## config.mk

```make
export PLATFORM = sky130hd
export DESIGN_NAME = tcc_core
export DESIGN_NICKNAME = d
export VERILOG_FILES = /design/src/design/tcc_pkg.sv /design/src/design/tcc_tick.sv /design/src/design/tcc_capin.sv /design/src/design/tcc_core.sv
export SDC_FILE = /design/constraint.sdc
export NUM_CORES = 1
export LEC_CHECK = 0
export BUFFER_PORTS_ARGS = -buffer_cell sky130_fd_sc_hd__buf_2
export CORE_MARGIN = 2
export CORE_UTILIZATION = 35
export CTS_CLUSTER_DIAMETER = 200
export DETAILED_ROUTE_END_ITERATION = 10
export PLACE_DENSITY = 0.51
export SYNTH_ARGS = -nofsm -noshare
export SYNTH_HDL_FRONTEND = slang
export SYNTH_SLANG_ARGS = --single-unit
```

## constraint.sdc

```tcl
create_clock -name mclk -period 4.69 [get_ports mclk]
set_clock_uncertainty 0.2 [all_clocks]
set_input_delay 0.469 -clock mclk [delete_from_list [all_inputs] [get_ports mclk]]
set_output_delay 0.469 -clock mclk [all_outputs]
set_load 0.05 [all_outputs]
```

## src/design/tcc_pkg.sv

```systemverilog
// tcc_pkg: shared constants of the 16-bit timer counter with capture
package tcc_pkg;
  // register locations on the 8-bit cpu bus
  localparam logic [3:0] A_CTRL_A = 4'h0;
  localparam logic [3:0] A_CTRL_B = 4'h1;
  localparam logic [3:0] A_CNT_LO = 4'h2;
  localparam logic [3:0] A_CNT_HI = 4'h3;
  localparam logic [3:0] A_CAP_LO = 4'h4;
  localparam logic [3:0] A_CAP_HI = 4'h5;
  localparam logic [3:0] A_CMA_LO = 4'h6;
  localparam logic [3:0] A_CMA_HI = 4'h7;
  localparam logic [3:0] A_CMB_LO = 4'h8;
  localparam logic [3:0] A_CMB_HI = 4'h9;
  localparam logic [3:0] A_MASK   = 4'ha;
  localparam logic [3:0] A_FLAG   = 4'hb;
  //////////////////////////////////////////////////////////////////////
  // field positions
  localparam int CA_WGM_LO = 0;
  localparam int CA_SRC    = 2;
  localparam int CB_CS     = 0;
  localparam int CB_WGM_HI = 3;
  localparam int CB_EDGE   = 6;
  localparam int CB_FILT   = 7;
  localparam int FLG_OVF   = 0;
  localparam int FLG_CAP   = 5;
  //////////////////////////////////////////////////////////////////////
  // reset values and counter constants
  localparam logic [7:0]  ZERO8   = 8'h00;
  localparam logic [15:0] ZERO16  = 16'h0000;
  localparam logic [15:0] ONE16   = 16'h0001;
  localparam logic [15:0] CNT_MAX = 16'hffff;
  localparam logic [15:0] TOP8    = 16'h00ff;
  localparam logic [15:0] TOP9    = 16'h01ff;
  localparam logic [15:0] TOP10   = 16'h03ff;
  //////////////////////////////////////////////////////////////////////
  // waveform mode tables, one bit per mode code
  localparam logic [15:0] WGM_DUAL    = 16'h0f0e;
  localparam logic [15:0] WGM_CAP_TOP = 16'h5500;
  localparam logic [15:0] WGM_CMP_TOP = 16'h8a10;
  localparam logic [15:0] WGM_CTC     = 16'h1010;
  localparam logic [15:0] WGM_TOP8    = 16'h0022;
  localparam logic [15:0] WGM_TOP9    = 16'h0044;
  localparam logic [15:0] WGM_TOP10   = 16'h0088;
  //////////////////////////////////////////////////////////////////////
  // tick source select codes and prescale masks
  localparam logic [2:0] CS_STOP  = 3'h0;
  localparam logic [2:0] CS_DIV1  = 3'h1;
  localparam logic [2:0] CS_DIV8  = 3'h2;
  localparam logic [2:0] CS_DIV64 = 3'h3;
  localparam logic [2:0] CS_DIV256 = 3'h4;
  localparam logic [2:0] CS_DIV1K = 3'h5;
  localparam logic [2:0] CS_EXTF  = 3'h6;
  localparam logic [9:0] PM_8     = 10'h007;
  localparam logic [9:0] PM_64    = 10'h03f;
  localparam logic [9:0] PM_256   = 10'h0ff;
  localparam logic [9:0] PM_1K    = 10'h3ff;
  localparam logic [9:0] PRE_ONE  = 10'h001;
  localparam logic [9:0] PRE_ZERO = 10'h000;
  // count direction
  typedef enum logic {TCC_UP = 1'b0, TCC_DOWN = 1'b1} tcc_dir_t;
endpackage : tcc_pkg

```

## src/design/tcc_tick.sv

```systemverilog
// tcc_tick: tick source selection, prescaler and external pin sampling
`timescale 1ns/1ps
module tcc_tick (
  // clock and reset
  input  wire logic       mclk,
  input  wire logic       rst_b,
  input  wire logic       ce,
  // select and pin
  input  wire logic [2:0] cs,
  input  wire logic       ext_tick_pin,
  // tick out
  output logic            tick
);
  logic [9:0] pre_q, pre_d;
  logic       s1_q, s2_q, s3_q, st_q, st_d, pv_q;

  always_comb begin
    pre_d = pre_q + tcc_pkg::PRE_ONE;
    st_d  = (s2_q == s3_q) ? s3_q : st_q;
    tick  = 1'b0;
    case (cs)
      tcc_pkg::CS_STOP:   tick = 1'b0;
      tcc_pkg::CS_DIV1:   tick = 1'b1;
      tcc_pkg::CS_DIV8:   tick = (pre_q & tcc_pkg::PM_8) == tcc_pkg::PM_8;
      tcc_pkg::CS_DIV64:  tick = (pre_q & tcc_pkg::PM_64) == tcc_pkg::PM_64;
      tcc_pkg::CS_DIV256: tick = (pre_q & tcc_pkg::PM_256) == tcc_pkg::PM_256;
      tcc_pkg::CS_DIV1K:  tick = pre_q == tcc_pkg::PM_1K;
      tcc_pkg::CS_EXTF:   tick = pv_q & ~st_q;
      default:            tick = ~pv_q & st_q;
    endcase
  end

  always_ff @(posedge mclk or negedge rst_b) begin
    if (!rst_b) begin
      pre_q <= tcc_pkg::PRE_ZERO;
      s1_q  <= 1'b0;
      s2_q  <= 1'b0;
      s3_q  <= 1'b0;
      st_q  <= 1'b0;
      pv_q  <= 1'b0;
    end else if (ce) begin
      pre_q <= pre_d;
      s1_q  <= ext_tick_pin;
      s2_q  <= s1_q;
      s3_q  <= s2_q;
      st_q  <= st_d;
      pv_q  <= st_q;
    end
  end
endmodule : tcc_tick

```

## src/design/tcc_capin.sv

```systemverilog
// tcc_capin: capture source select, sampling, noise filter, edge detect
`timescale 1ns/1ps
module tcc_capin #(
  parameter int FILT_LEN = 4
) (
  // clock and reset
  input  wire logic mclk,
  input  wire logic rst_b,
  input  wire logic ce,
  // capture sources
  input  wire logic capture_input_pin,
  input  wire logic comparator_output,
  // controls
  input  wire logic src_comp,
  input  wire logic filt_en,
  input  wire logic edge_rise,
  input  wire logic enable,
  // event out
  output logic      cap_evt
);
  logic                s1_q, s2_q, s3_q, st_q, st_d;
  logic [FILT_LEN-2:0] hist_q, hist_d;
  logic [FILT_LEN-1:0] win;
  logic                flt_q, flt_d, pv_q, cur;

  always_comb begin
    st_d   = (s2_q == s3_q) ? s3_q : st_q;
    win    = {hist_q, st_q};
    hist_d = win[FILT_LEN-2:0];
    flt_d  = flt_q;
    if (&win) flt_d = 1'b1;
    else if (~|win) flt_d = 1'b0;
    cur     = filt_en ? flt_q : st_q;
    cap_evt = enable & (edge_rise ? (cur & ~pv_q) : (~cur & pv_q));
  end

  always_ff @(posedge mclk or negedge rst_b) begin
    if (!rst_b) begin
      s1_q   <= 1'b0;
      s2_q   <= 1'b0;
      s3_q   <= 1'b0;
      st_q   <= 1'b0;
      hist_q <= '0;
      flt_q  <= 1'b0;
      pv_q   <= 1'b0;
    end else if (ce) begin
      s1_q   <= src_comp ? comparator_output : capture_input_pin;
      s2_q   <= s1_q;
      s3_q   <= s2_q;
      st_q   <= st_d;
      hist_q <= hist_d;
      flt_q  <= flt_d;
      pv_q   <= cur;
    end
  end
endmodule : tcc_capin

```

## src/design/tcc_core.sv

```systemverilog
// tcc_core: 16-bit timer counter, capture register and byte latch
`timescale 1ns/1ps
////////////////////////////////////////////////////////////////////////
module tcc_core (
  // clock, reset, enable
  input  wire logic        mclk,
  input  wire logic        rst_b,
  input  wire logic        ce,
  // cpu byte bus
  input  wire logic [3:0]  cpu_addr,
  input  wire logic        cpu_wr,
  input  wire logic        cpu_rd,
  input  wire logic [7:0]  cpu_wdata,
  output logic      [7:0]  cpu_rdata,
  // external inputs
  input  wire logic        ext_tick_pin,
  input  wire logic        capture_input_pin,
  input  wire logic        comparator_output,
  // interrupt requests and acknowledges
  input  wire logic        irq_ack_ovf,
  input  wire logic        irq_ack_cap,
  output logic             irq_overflow,
  output logic             irq_capture,
  // counter status
  output logic      [15:0] timer_count,
  output logic             count_top_mark,
  output logic             count_zero_mark
);
  logic [7:0]  ctrl_a_q, ctrl_a_d, ctrl_b_q, ctrl_b_d;
  logic [7:0]  mask_q, mask_d, latch_q, latch_d, rdata_q, rdata_d;
  logic [15:0] cnt_q, cnt_d, cap_q, cap_d;
  logic [15:0] cma_q, cma_d, cmb_q, cmb_d, top;
  logic        ovf_q, ovf_d, capf_q, capf_d, ovf_evt;
  tcc_pkg::tcc_dir_t dir_q, dir_d;
  logic [3:0]  waveform_mode;
  logic [2:0]  cs;
  logic        tick, cap_evt, dual, ctc, cap_top;
  logic        wr_cl, wr_ch, wr_pl, wr_ph, wr_al, wr_ah, wr_bl, wr_bh;
  logic        rd_cl, rd_pl, wr_fl;

  //////////////////////////////////////////////////////////////////////
  // decode of controls
  assign waveform_mode = {ctrl_b_q[tcc_pkg::CB_WGM_HI +: 2],
                          ctrl_a_q[tcc_pkg::CA_WGM_LO +: 2]};
  assign cs      = ctrl_b_q[tcc_pkg::CB_CS +: 3];
  assign dual    = tcc_pkg::WGM_DUAL[waveform_mode];
  assign ctc     = tcc_pkg::WGM_CTC[waveform_mode];
  assign cap_top = tcc_pkg::WGM_CAP_TOP[waveform_mode];

  always_comb begin
    if (cap_top) begin
      top = cap_q;
    end else if (tcc_pkg::WGM_CMP_TOP[waveform_mode]) begin
      top = cma_q;
    end else if (tcc_pkg::WGM_TOP8[waveform_mode]) begin
      top = tcc_pkg::TOP8;
    end else if (tcc_pkg::WGM_TOP9[waveform_mode]) begin
      top = tcc_pkg::TOP9;
    end else if (tcc_pkg::WGM_TOP10[waveform_mode]) begin
      top = tcc_pkg::TOP10;
    end else begin
      top = tcc_pkg::CNT_MAX;
    end
  end

  //////////////////////////////////////////////////////////////////////
  // bus strobes
  assign wr_cl = cpu_wr && cpu_addr == tcc_pkg::A_CNT_LO;
  assign wr_ch = cpu_wr && cpu_addr == tcc_pkg::A_CNT_HI;
  assign wr_pl = cpu_wr && cpu_addr == tcc_pkg::A_CAP_LO;
  assign wr_ph = cpu_wr && cpu_addr == tcc_pkg::A_CAP_HI;
  assign wr_al = cpu_wr && cpu_addr == tcc_pkg::A_CMA_LO;
  assign wr_ah = cpu_wr && cpu_addr == tcc_pkg::A_CMA_HI;
  assign wr_bl = cpu_wr && cpu_addr == tcc_pkg::A_CMB_LO;
  assign wr_bh = cpu_wr && cpu_addr == tcc_pkg::A_CMB_HI;
  assign wr_fl = cpu_wr && cpu_addr == tcc_pkg::A_FLAG;
  assign rd_cl = cpu_rd && cpu_addr == tcc_pkg::A_CNT_LO;
  assign rd_pl = cpu_rd && cpu_addr == tcc_pkg::A_CAP_LO;

  //////////////////////////////////////////////////////////////////////
  // tick source and capture input
  tcc_tick u_tick (
    .mclk         (mclk),
    .rst_b        (rst_b),
    .ce           (ce),
    .cs           (cs),
    .ext_tick_pin (ext_tick_pin),
    .tick         (tick)
  );

  tcc_capin #(.FILT_LEN(4)) u_capin (
    .mclk              (mclk),
    .rst_b             (rst_b),
    .ce                (ce),
    .capture_input_pin (capture_input_pin),
    .comparator_output (comparator_output),
    .src_comp          (ctrl_a_q[tcc_pkg::CA_SRC]),
    .filt_en           (ctrl_b_q[tcc_pkg::CB_FILT]),
    .edge_rise         (ctrl_b_q[tcc_pkg::CB_EDGE]),
    .enable            (~cap_top),
    .cap_evt           (cap_evt)
  );

  //////////////////////////////////////////////////////////////////////
  // counter unit
  always_comb begin
    cnt_d   = cnt_q;
    dir_d   = dir_q;
    ovf_evt = 1'b0;
    if (tick) begin
      if (dual) begin
        if (dir_q == tcc_pkg::TCC_UP) begin
          if (cnt_q == top) begin
            dir_d = tcc_pkg::TCC_DOWN;
            cnt_d = cnt_q - tcc_pkg::ONE16;
          end else begin
            cnt_d = cnt_q + tcc_pkg::ONE16;
          end
        end else if (cnt_q == tcc_pkg::ZERO16) begin
          dir_d   = tcc_pkg::TCC_UP;
          cnt_d   = cnt_q + tcc_pkg::ONE16;
          ovf_evt = 1'b1;
        end else begin
          cnt_d = cnt_q - tcc_pkg::ONE16;
        end
      end else begin
        dir_d   = tcc_pkg::TCC_UP;
        ovf_evt = ctc ? (cnt_q == tcc_pkg::CNT_MAX)
                      : (cnt_q == top);
        if (cnt_q == top) begin
          cnt_d = tcc_pkg::ZERO16;
        end else begin
          cnt_d = cnt_q + tcc_pkg::ONE16;
        end
      end
    end
    if (wr_cl) begin
      cnt_d = {latch_q, cpu_wdata};
    end
  end

  always_ff @(posedge mclk or negedge rst_b) begin
    if (!rst_b) begin
      cnt_q <= tcc_pkg::ZERO16;
      dir_q <= tcc_pkg::TCC_UP;
    end else if (ce) begin
      cnt_q <= cnt_d;
      dir_q <= dir_d;
    end
  end

  assign timer_count     = cnt_q;
  assign count_top_mark  = cnt_q == top;
  assign count_zero_mark = cnt_q == tcc_pkg::ZERO16;

  //////////////////////////////////////////////////////////////////////
  // capture register and flags
  always_comb begin
    cap_d  = cap_q;
    capf_d = capf_q;
    ovf_d  = ovf_q;
    if (wr_pl && cap_top) begin
      cap_d = {latch_q, cpu_wdata};
    end
    if (cap_evt) begin
      cap_d = cnt_q;
    end
    if (irq_ack_cap || (wr_fl && cpu_wdata[tcc_pkg::FLG_CAP])) begin
      capf_d = 1'b0;
    end
    if (cap_evt) begin
      capf_d = 1'b1;
    end
    if (irq_ack_ovf || (wr_fl && cpu_wdata[tcc_pkg::FLG_OVF])) begin
      ovf_d = 1'b0;
    end
    if (ovf_evt) begin
      ovf_d = 1'b1;
    end
  end

  always_ff @(posedge mclk or negedge rst_b) begin
    if (!rst_b) begin
      cap_q  <= tcc_pkg::ZERO16;
      capf_q <= 1'b0;
      ovf_q  <= 1'b0;
    end else if (ce) begin
      cap_q  <= cap_d;
      capf_q <= capf_d;
      ovf_q  <= ovf_d;
    end
  end

  assign irq_capture  = capf_q & mask_q[tcc_pkg::FLG_CAP];
  assign irq_overflow = ovf_q & mask_q[tcc_pkg::FLG_OVF];

  //////////////////////////////////////////////////////////////////////
  // control, compare, latch and read data
  always_comb begin
    logic [7:0] flags;
    flags = tcc_pkg::ZERO8;
    flags[tcc_pkg::FLG_OVF] = ovf_q;
    flags[tcc_pkg::FLG_CAP] = capf_q;
    ctrl_a_d = ctrl_a_q;
    ctrl_b_d = ctrl_b_q;
    mask_d   = mask_q;
    cma_d    = cma_q;
    cmb_d    = cmb_q;
    latch_d  = latch_q;
    rdata_d  = rdata_q;
    if (cpu_wr && cpu_addr == tcc_pkg::A_CTRL_A) ctrl_a_d = cpu_wdata;
    if (cpu_wr && cpu_addr == tcc_pkg::A_CTRL_B) ctrl_b_d = cpu_wdata;
    if (cpu_wr && cpu_addr == tcc_pkg::A_MASK) mask_d = cpu_wdata;
    if (wr_ch || wr_ph || wr_ah || wr_bh) begin
      latch_d = cpu_wdata;
    end
    if (wr_al) cma_d = {latch_q, cpu_wdata};
    if (wr_bl) cmb_d = {latch_q, cpu_wdata};
    if (rd_cl) begin
      latch_d = cnt_q[15:8];
    end else if (rd_pl) begin
      latch_d = cap_q[15:8];
    end
    if (cpu_rd) begin
      if (cpu_addr == tcc_pkg::A_CTRL_A) begin
        rdata_d = ctrl_a_q;
      end else if (cpu_addr == tcc_pkg::A_CTRL_B) begin
        rdata_d = ctrl_b_q;
      end else if (cpu_addr == tcc_pkg::A_CNT_LO) begin
        rdata_d = cnt_q[7:0];
      end else if (cpu_addr == tcc_pkg::A_CAP_LO) begin
        rdata_d = cap_q[7:0];
      end else if (cpu_addr == tcc_pkg::A_CNT_HI ||
                   cpu_addr == tcc_pkg::A_CAP_HI) begin
        rdata_d = latch_q;
      end else if (cpu_addr == tcc_pkg::A_CMA_LO) begin
        rdata_d = cma_q[7:0];
      end else if (cpu_addr == tcc_pkg::A_CMA_HI) begin
        rdata_d = cma_q[15:8];
      end else if (cpu_addr == tcc_pkg::A_CMB_LO) begin
        rdata_d = cmb_q[7:0];
      end else if (cpu_addr == tcc_pkg::A_CMB_HI) begin
        rdata_d = cmb_q[15:8];
      end else if (cpu_addr == tcc_pkg::A_MASK) begin
        rdata_d = mask_q;
      end else if (cpu_addr == tcc_pkg::A_FLAG) begin
        rdata_d = flags;
      end else begin
        rdata_d = tcc_pkg::ZERO8;
      end
    end
  end

  always_ff @(posedge mclk or negedge rst_b) begin
    if (!rst_b) begin
      ctrl_a_q <= tcc_pkg::ZERO8;
      ctrl_b_q <= tcc_pkg::ZERO8;
      mask_q   <= tcc_pkg::ZERO8;
      cma_q    <= tcc_pkg::ZERO16;
      cmb_q    <= tcc_pkg::ZERO16;
      latch_q  <= tcc_pkg::ZERO8;
      rdata_q  <= tcc_pkg::ZERO8;
    end else if (ce) begin
      ctrl_a_q <= ctrl_a_d;
      ctrl_b_q <= ctrl_b_d;
      mask_q   <= mask_d;
      cma_q    <= cma_d;
      cmb_q    <= cmb_d;
      latch_q  <= latch_d;
      rdata_q  <= rdata_d;
    end
  end

  assign cpu_rdata = rdata_q;
endmodule : tcc_core

```

==> results of run 1 <==
-- power by group --
part / leakage [nW] / switching, W / internal [W] / total (W)
Combinational: 2.13 / 0.00128 / 0.000760 / 0.00204
Sequential: 1.64 / 0.000511 / 0.00144 / 0.00195
Clock: 0.294 / 0.000587 / 0.000817 / 0.00140
-- final cells by class --
cell class,instances,area (µm²)
clock buffer,18,439.2
clock inverter,14,166.4
fill,2365,13970
inverter,28,105.1
multi-input combinational,732,4695
sequential,131,3278
tap,319,399.1
timing repair buffer,71,419.2
-- logic make-up (layout without fill, tap and decap cells) --
group                      Yosys count  count (layout)  synth area share [%]
adders and majority gates            5               5                0.7457
muxes                               88              88                 11.45
DFF                                131             131                 39.08
xor gates and xnor gates            31              31                 3.236
AOI/OAI and AO/OA                  279             279                 21.76
buffers and inverters              101             131                 5.130
and+or+nand+nor                    329             329                 18.60
-- through the flow --
stage                     setup WS, ps  instance area (µm²)  hold slack (ps)  std cells
after detailed placement         897.7                 8886            268.6       1280
after global routing             30.29                 9502            61.16       1313
after global placement           944.1                 8886            266.2       1280
after CTS                        411.7                 9502            60.65       1313
after floorplan                   1547                 8389           -26.59        964
final                            420.3                 9502            76.35       1313
-- worst max-delay path by stage --
stage | depth (start not counted) | end
3_5_place_dp | 8 | count_top_mark
5_1_grt | 8 | count_top_mark
6_report | 8 | count_top_mark
4_1_cts | 8 | count_top_mark
3_3_place_gp | 9 | timer_count[14]$_DFFE_PN0P_
2_1_floorplan | 9 | timer_count[4]$_DFFE_PN0P_
-- cells in the final DEF, fill, tap and decap left out, types with 19 or more instances in the layout --
cell type and count:
dfrtp_1 131, nand2_1 115, o21ai_0 74, nor2_1 74, mux2_2 64, a21oi_1 62, buf_2 48, nand3_1 40
mux2i_1 24, inv_1 24, xnor2_1 23, buf_4 21, nor3_1 19
-- worst max-delay path, stage by stage (launching register included) --
cell       delay [ps]
dfrtp_1          1030
nor2_1            270
a221oi_1          370
or4_1             190
nand4_1            90
a2111oi_0         480
nand3_1           370
inv_1             110
buf_2             270
-- metal layers --
metal | global-route usage [%] | vias up | routed length, µm
li1 | - | 3564 | -
met1 | 33.67 | 3726 | 13540
met2 | 34.30 | 302 | 12690
met3 | 4.389 | 47 | 2010
met4 | 6.922 | 0 | 641
met5 | 0 | - | 0
-- flip-flops by register name, indices dropped and copies added (netlist names), 3 cells and up --
signal	cells
cap_q	16
cma_q	16
cmb_q	16
cpu_rdata	8
ctrl_a_q	8
ctrl_b_q	8
latch_q	8
mask_q	8
timer_count	16
u_capin.hist_q	3
u_tick.pre_q	10
==> flow_summary_export.csv, run 1 <==
group,metric,value,unit
pwr,irDropWorstVdd,0.2464,mV
worst_setup_path,required,4020,ps
synthesis,synth_area_leaders,"dfrtp_1 (39%), mux2_2 (8.6%), nand2_1 (5.1%), o21ai_0 (4.4%), a21oi_1 (3.8%)",
clock_network,cts_hold_buffers,1,
worst_setup_path,critical_path_class,"register to output port",
synthesis,yosys.area.top_type_share,39.08,%
worst_setup_path,crit_path_start,"ctrl_b_q[4]$_DFFE_PN0P_",
run_status,status,"completed",
die,fp.coreArea,23470,µm²
clock_network,cts_buffers,17,
synthesis,ys_async_sr_fraction,100.0,%
global_route,track_usage,23.02,%
worst_setup_path,setup.worst_path.end_class,"output port",
clock_network,cts_setup_buffers,0,
hold_path,hold_start,"ext_tick_pin",
cells_and_area,nNetsFinal,1008,
detailed_routing,drc,0,
detailed_routing,ant_nets,0,
die,die_w,158.8,µm
flow_run,drv_cap,0,
detailed_routing,drtIter0Drc,692,
pwr,power.leakage,4.063,nW
detailed_routing,routed_via_density,5.818,
synthesis,yosys_register_bits,131,
global_route,grt_pass1_vias,7287,
synthesis,ys.flop_type,"dfrtp_1",
clock_network,cts_buffer_depth,2,
synthesis,synth_edf_count,0,
detailed_routing,num_vias,7639,
synthesis,synth_cell_types,73,
cells_and_area,drive_gt1_share,18.21,%
clock_network,cts_tree,"built",
placed_design,portBuffers,49,
timing,finalHoldViolations,0,
hold_path,worstHoldEndpoint,"u_tick.s1_q$_DFFE_PN0P_",
worst_setup_path,r2r_end,"timer_count[14]$_DFFE_PN0P_",
synthesis,syn-cell-area,8389,µm²
hold_path,hold_depth,2,
detailed_routing,drt_wl_total,28880,µm
worst_setup_path,worstPathArrival,3600,ps
detailed_routing,drtPass1Iterations,5,
worst_setup_path,r2r_cells,9,
die,ioPinCount,50,
global_route,grt_pass1_wl,44980,µm
timing,worstMarginPinSlew,1123,ps
timing,setup_viol,0,
timing,slew_violations,0,
synthesis,avgSynthCellArea,8.703,µm²
clock_network,path_clk_slew,70,ps
placed_design,dp_hpwl,19760,µm
worst_setup_path,cp-start-kind,"register",
timing,slew_headroom,24.65,%
worst_setup_path,r2r_start,"ctrl_b_q[4]$_DFFE_PN0P_",
global_route,grt_max_degree,79,
global_route,antenna_found_initial,0,
die,std_cell_rows,56,
pwr,power,0.005397,W
cells_and_area,diodes,0,
synthesis,yosysTopAreaCell,"dfrtp_1",
clock_network,insertion_delay,430,ps
die,start_util,35.74,%
hold_path,min_path_type,"input port to register",
pwr,power.density,568.0,nW/µm²
clock_network,h-tree-depth,4,
placed_design,gp_congestion,0.9164,
timing,fin_crit_sh,91.04,%
detailed_routing,wl_per_cell,21.99,µm
clock_network,cts_resized,0,
die,die_area,25220,µm²
synthesis,ys_warn_count,0,
worst_setup_path,rrSetupSlack,850,ps
timing,finalSetupTns,0,ps
timing,rsz0062_at_grt,"false",
synthesis,synthTopCellsByCount,"dfrtp_1 (131), nand2_1 (115), nor2_1 (74), o21ai_0 (74), mux2_2 (64)",
clock_network,ctsRootBufferMaster,"clkbuf_16",
cells_and_area,postLayoutCoreUtil,40.48,%
worst_setup_path,crit_fanout,33,
timing,fin_crit,4270,ps
synthesis,yosysMostFrequentCell,"dfrtp_1",
global_route,overflow,0,
timing,clock.fmax,234.2,MHz
synthesis,syn_inst,964,
cells_and_area,syn_to_final_growth,13.26,%
die,die_h,158.8,µm
synthesis,synth_nets,991,
synthesis,yosysSeqAreaShare,39.08,%
clock_network,cts_sinks,131,
Note: power is estimated with default switching activity, not from simulation.
==> run 2, diff against run 1 <==
- HOLD_SLACK_MARGIN: not set -> 0.02
- PLACE_DENSITY: 0.51 -> not set
- PLACE_DENSITY_LB_ADDON: not set -> 0.25
==> flow_summary_export.csv, run 2 (synthesis gave the netlist of run 1 again) <==
group,metric,value,unit
global_route,overflow,0,
worst_setup_path,critical_path_class,"register to output port",
cells_and_area,diodes,0,
die,start_util,35.74,%
clock_network,cts_hold_buffers,1,
global_route,track_usage,22.74,%
timing,hold_ws,86.96,ps
timing,clock.fmax,236.0,MHz
worst_setup_path,cp_cell_sequence,"nor2b_1 > buf_4 > nor3_1 > o31ai_1 > nand4_1 > a2111oi_0 > nand3_1 > inv_1 > buf_2",
timing,setup_viol,0,
cells_and_area,nNetsFinal,1007,
timing,slew_violations,0,
cells_and_area,layout_commonest_cell,"dfrtp_1",
global_route,grt_max_degree,99,
die,die_area,25220,µm²
placed_design,gp_congestion,0.9075,
timing,rsz0062_at_grt,"false",
die,die_h,158.8,µm
hold_path,min_path_type,"input port to register",
clock_network,path_clk_slew,60,ps
placed_design,dp_worst_setup_slack,747.4,ps
clock_network,h-tree-depth,4,
clock_network,insertion_delay,430,ps
timing,slew_headroom,22.57,%
die,fp.coreArea,23470,µm²
detailed_routing,ant_nets,0,
clock_network,ctsRootBufferMaster,"clkbuf_16",
global_route,grt_pass1_wl,44260,µm
pwr,power.density,566.2,nW/µm²
clock_network,cts_buffers,17,
clock_network,cts_tree,"built",
detailed_routing,drt_wl_total,28720,µm
global_route,grt_pass1_vias,7174,
global_route,antenna_found_initial,0,
run_status,status,"completed",
detailed_routing,drtIter0Drc,689,
placed_design,portBuffers,49,
worst_setup_path,critPathMaxStageDelay,600,ps
pwr,power.leakage,4.046,nW
cells_and_area,finish.instance_area,9482,µm²
worst_setup_path,slowest_stage,"dfrtp_1",
timing,fin_crit_sh,90.34,%
die,die_w,158.8,µm
placed_design,dp_hpwl,19800,µm
worst_setup_path,rrSetupSlack,700,ps
cells_and_area,drive_gt1_share,18.03,%
timing,finalSetupTns,0,ps
worst_setup_path,r2r_start,"ctrl_b_q[3]$_DFFE_PN0P_",
detailed_routing,routed_via_density,5.836,
die,ioPinCount,50,
worst_setup_path,required,4020,ps
worst_setup_path,worstPathArrival,3570,ps
worst_setup_path,r2r_end,"timer_count[3]$_DFFE_PN0P_",
placed_design,placed_area,8879,µm²
clock_network,cts_sinks,131,
timing,worstMarginPinSlew,1154,ps
worst_setup_path,crit_fanout,15,
pwr,irDropWorstVdd,0.2759,mV
die,std_cell_rows,56,
detailed_routing,drc,0,
worst_setup_path,crit_path_end,"count_top_mark",
cells_and_area,final_cell_mix,"dfrtp_1 (131), nand2_1 (115), o21ai_0 (74), nor2_1 (74), mux2_2 (64)",
clock_network,cts_setup_buffers,0,
worst_setup_path,cp-start-kind,"register",
worst_setup_path,crit_path_start,"ctrl_b_q[3]$_DFFE_PN0P_",
timing,finalHoldViolations,0,
clock_network,cts_buffer_depth,2,
detailed_routing,num_vias,7657,
worst_setup_path,r2r_cells,10,
cells_and_area,syn_to_final_growth,13.02,%
worst_setup_path,setup.worst_path.end_class,"output port",
flow_run,drv_cap,0,
detailed_routing,drtPass1Iterations,5,
timing,fin_crit,4237,ps
timing,setup_ws,452.9,ps
cells_and_area,fillers,2364,
clock_network,cts_resized,0,
detailed_routing,wl_per_cell,21.89,µm
## run 2: critical path: cells and delay by family (launching register included)
family	cells	cell delay (ps)
compound gates	2	780
buf+inv	3	650
simple gates	4	1110
flops	1	600
## run 2: cell type report
type	instances	area (µm²)	share of cell area, %
Multi-Input combinational cell	732	4695	49.51
Clock buffer	18	429.2	4.526
Clock inverter	14	163.9	1.729
Tap cell	319	399.1	4.210
Timing Repair Buffer	70	411.6	4.342
Sequential cell	131	3278	34.57
Inverter	28	105.1	1.108
## run 2: per-stage QoR
stage	power, W	cells	util, %
3_3_place_gp	0.003962	1279	37.83
6_report	0.005368	1312	40.39
5_1_grt	0.005671	1312	40.39
3_5_place_dp	0.003976	1279	37.83
4_1_cts	0.005368	1312	40.39
2_1_floorplan	0.003317	964	-
## run 2: worst min path at each step
stage                                start  slack (ps)                     endpoint  cells past startpoint
3_3_place_gp   u_tick.pre_q[9]$_DFFE_PN0P_         270  u_tick.pre_q[9]$_DFFE_PN0P_                      1
4_1_cts                       ext_tick_pin          80      u_tick.s1_q$_DFFE_PN0P_                      2
2_1_floorplan                        rst_b         -30         cap_q[0]$_DFFE_PN0P_                      0
3_5_place_dp      cpu_rdata[1]$_DFFE_PN0P_         270     cpu_rdata[1]$_DFFE_PN0P_                      2
5_1_grt                       ext_tick_pin          90      u_tick.s1_q$_DFFE_PN0P_                      2
6_report                      ext_tick_pin          90      u_tick.s1_q$_DFFE_PN0P_                      2
## run 2: layer usage
metal | wire length (µm) | track usage (%) | share of wire (%) | vias to the layer above
met5 | 0 | 0 | 0 | -
met4 | 548 | 6.088 | 1.9 | 0
met3 | 2173 | 5.042 | 7.6 | 45
met2 | 12580 | 33.96 | 44 | 305
met1 | 13420 | 33.06 | 47 | 3754
li1 | - | - | - | 3553
## run 2: power breakdown
part           internal [W]  total (W)  switching (W)
logic              0.000760    0.00204        0.00128
clock network      0.000800    0.00138       0.000581
registers           0.00144    0.00195       0.000508
total               0.00300    0.00537        0.00237
==> run 3, diff against run 2 <==
- CTS_BUF_LIST: not set -> sky130_fd_sc_hd__clkbuf_16
==> flow_summary_export.csv, run 3 (synthesis gave the netlist of run 1 again) <==
group,metric,value,unit
timing,finalHoldViolations,0,
worst_setup_path,rrSetupSlack,710,ps
cells_and_area,drive_gt1_share,18.03,%
worst_setup_path,worstPathArrival,3570,ps
worst_setup_path,r2r_end,"timer_count[3]$_DFFE_PN0P_",
clock_network,cts_tree,"built",
worst_setup_path,slowest_stage,"dfrtp_1",
die,fp.coreArea,23470,µm²
pwr,power.density,565.8,nW/µm²
detailed_routing,drt_wl_total,28730,µm
cells_and_area,layout_commonest_cell,"dfrtp_1",
timing,setup_viol,0,
hold_path,hold_start,"ext_tick_pin",
hold_path,min_path_type,"input port to register",
global_route,grt_max_degree,99,
pwr,p_sw_share,44.08,%
cells_and_area,postLayoutCoreUtil,40.39,%
hold_path,hold_depth,2,
timing,rsz0062_at_grt,"false",
die,die_area,25220,µm²
die,ioPinCount,50,
cells_and_area,finish.instance_area,9482,µm²
detailed_routing,drc,0,
detailed_routing,drtPass1Iterations,5,
worst_setup_path,r2r_start,"ctrl_b_q[3]$_DFFE_PN0P_",
cells_and_area,nNetsFinal,1007,
die,start_util,35.74,%
detailed_routing,ant_nets,0,
timing,fin_crit_sh,90.39,%
clock_network,cts_buffer_depth,2,
timing,slew_headroom,23.21,%
cells_and_area,syn_to_final_growth,13.02,%
timing,slew_violations,0,
timing,hold_ws,86.80,ps
placed_design,dp_hpwl,19800,µm
clock_network,cts_setup_buffers,0,
global_route,grt_pass1_wl,44260,µm
detailed_routing,drtIter0Drc,672,
die,die_h,158.8,µm
pwr,irDropWorstVdd,0.2754,mV
timing,finalSetupTns,0,ps
pwr,pwr-share-seq,36.4,%
clock_network,cts_sinks,131,
pwr,p_sw,0.002365,W
pwr,p_clk_share,25.6,%
clock_network,cts_buffers,17,
pwr,power.leakage,4.051,nW
pwr,comb_power_share,38.0,%
placed_design,portBuffers,49,
clock_network,cts_resized,0,
timing,worstMarginPinSlew,1144,ps
worst_setup_path,r2r_cells,10,
detailed_routing,wl_per_cell,21.90,µm
worst_setup_path,crit_fanout,15,
cells_and_area,diodes,0,
global_route,grt_pass1_vias,7178,
detailed_routing,num_vias,7690,
detailed_routing,routed_via_density,5.861,
hold_path,worstHoldEndpoint,"u_tick.s1_q$_DFFE_PN0P_",
timing,clock.fmax,235.9,MHz
worst_setup_path,setup.worst_path.end_class,"output port",
global_route,overflow,0,
clock_network,h-tree-depth,4,
timing,fin_crit,4239,ps
global_route,antenna_found_initial,0,
flow_run,drv_cap,0,
placed_design,gp_congestion,0.9075,
global_route,track_usage,22.74,%
worst_setup_path,critical_path_class,"register to output port",
clock_network,ctsRootBufferMaster,"clkbuf_16",
worst_setup_path,required,4020,ps
worst_setup_path,critPathMaxStageDelay,600,ps
clock_network,path_clk_slew,60,ps
cells_and_area,final_cell_mix,"dfrtp_1 (131), nand2_1 (115), o21ai_0 (74), nor2_1 (74), mux2_2 (64)",
worst_setup_path,cp-start-kind,"register",
clock_network,insertion_delay,430,ps
placed_design,placed_area,8879,µm²
run_status,status,"completed",
die,die_w,158.8,µm
cells_and_area,fillers,2364,
worst_setup_path,path_delay_family,"simple AND/OR/NAND/NOR gates",
pwr,internal-power,0.003000,W
worst_setup_path,path_buf_inv,3,
worst_setup_path,cp_cell_sequence,"nor2b_1 > buf_4 > nor3_1 > o31ai_1 > nand4_1 > a2111oi_0 > nand3_1 > inv_1 > buf_2",
die,std_cell_rows,56,
## run 3: changes by cell type in the layout (fill, tap and decap cells not counted)
cell / before / now
inv_1: 24 / 25
clkbuf_1: 1 / 0
## run 3: metal layers
metal	vias up	wire (µm)	track usage, %
li1	3550	-	-
met1	3796	13540	33.06
met2	295	12580	33.96
met3	49	1988	5.042
met4	0	617	6.088
met5	-	0	0
## run 3: area by class of cell
| class | instances | area, µm² | area share (%) |
|---|---|---|---|
| multi-input cells | 732 | 4695 | 49.51 |
| inverters | 28 | 105.1 | 1.108 |
| repair buffers | 70 | 411.6 | 4.342 |
| clock buffers | 17 | 425.4 | 4.487 |
| flip-flops and latches | 131 | 3278 | 34.57 |
| clock inverters | 15 | 167.7 | 1.768 |
| well taps | 319 | 399.1 | 4.210 |
## run 3: how the worst max path moves through the flow
stage	to	slack (ps)	cells past startpoint	start
2_1_floorplan	timer_count[4]$_DFFE_PN0P_	1550	9	timer_count[9]$_DFFE_PN0P_
3_3_place_gp	timer_count[7]$_DFFE_PN0P_	830	10	ctrl_b_q[3]$_DFFE_PN0P_
3_5_place_dp	timer_count[7]$_DFFE_PN0P_	750	10	ctrl_b_q[3]$_DFFE_PN0P_
4_1_cts	count_top_mark	450	9	ctrl_b_q[3]$_DFFE_PN0P_
5_1_grt	count_top_mark	100	9	ctrl_b_q[3]$_DFFE_PN0P_
6_report	count_top_mark	450	9	ctrl_b_q[3]$_DFFE_PN0P_
## run 3: stage by stage
step	instances	setup WS, ps	power, W
after global routing	1312	98.13	0.005668
after CTS	1312	453.9	0.005366
after global placement	1279	826.7	0.003962
final	1312	450.8	0.005365
after detailed placement	1279	747.4	0.003976
after floorplan	964	1547	0.003317
## run 3: power by group through the flow
stage	combinational [W]	clock [W]	sequential, W
floorplan	0.00139	0	0.00192
finish	0.00204	0.00138	0.00195
global route	0.00222	0.00145	0.00200
CTS	0.00202	0.00140	0.00194
detailed placement	0.00201	0	0.00196
global placement	0.00200	0	0.00196
## run 3: timing repair
item / in CTS / in global routing
hold buffers: 1 / 0
endpoints found under the hold margin: 46 / 0
endpoints found under the setup margin: 0 / 0
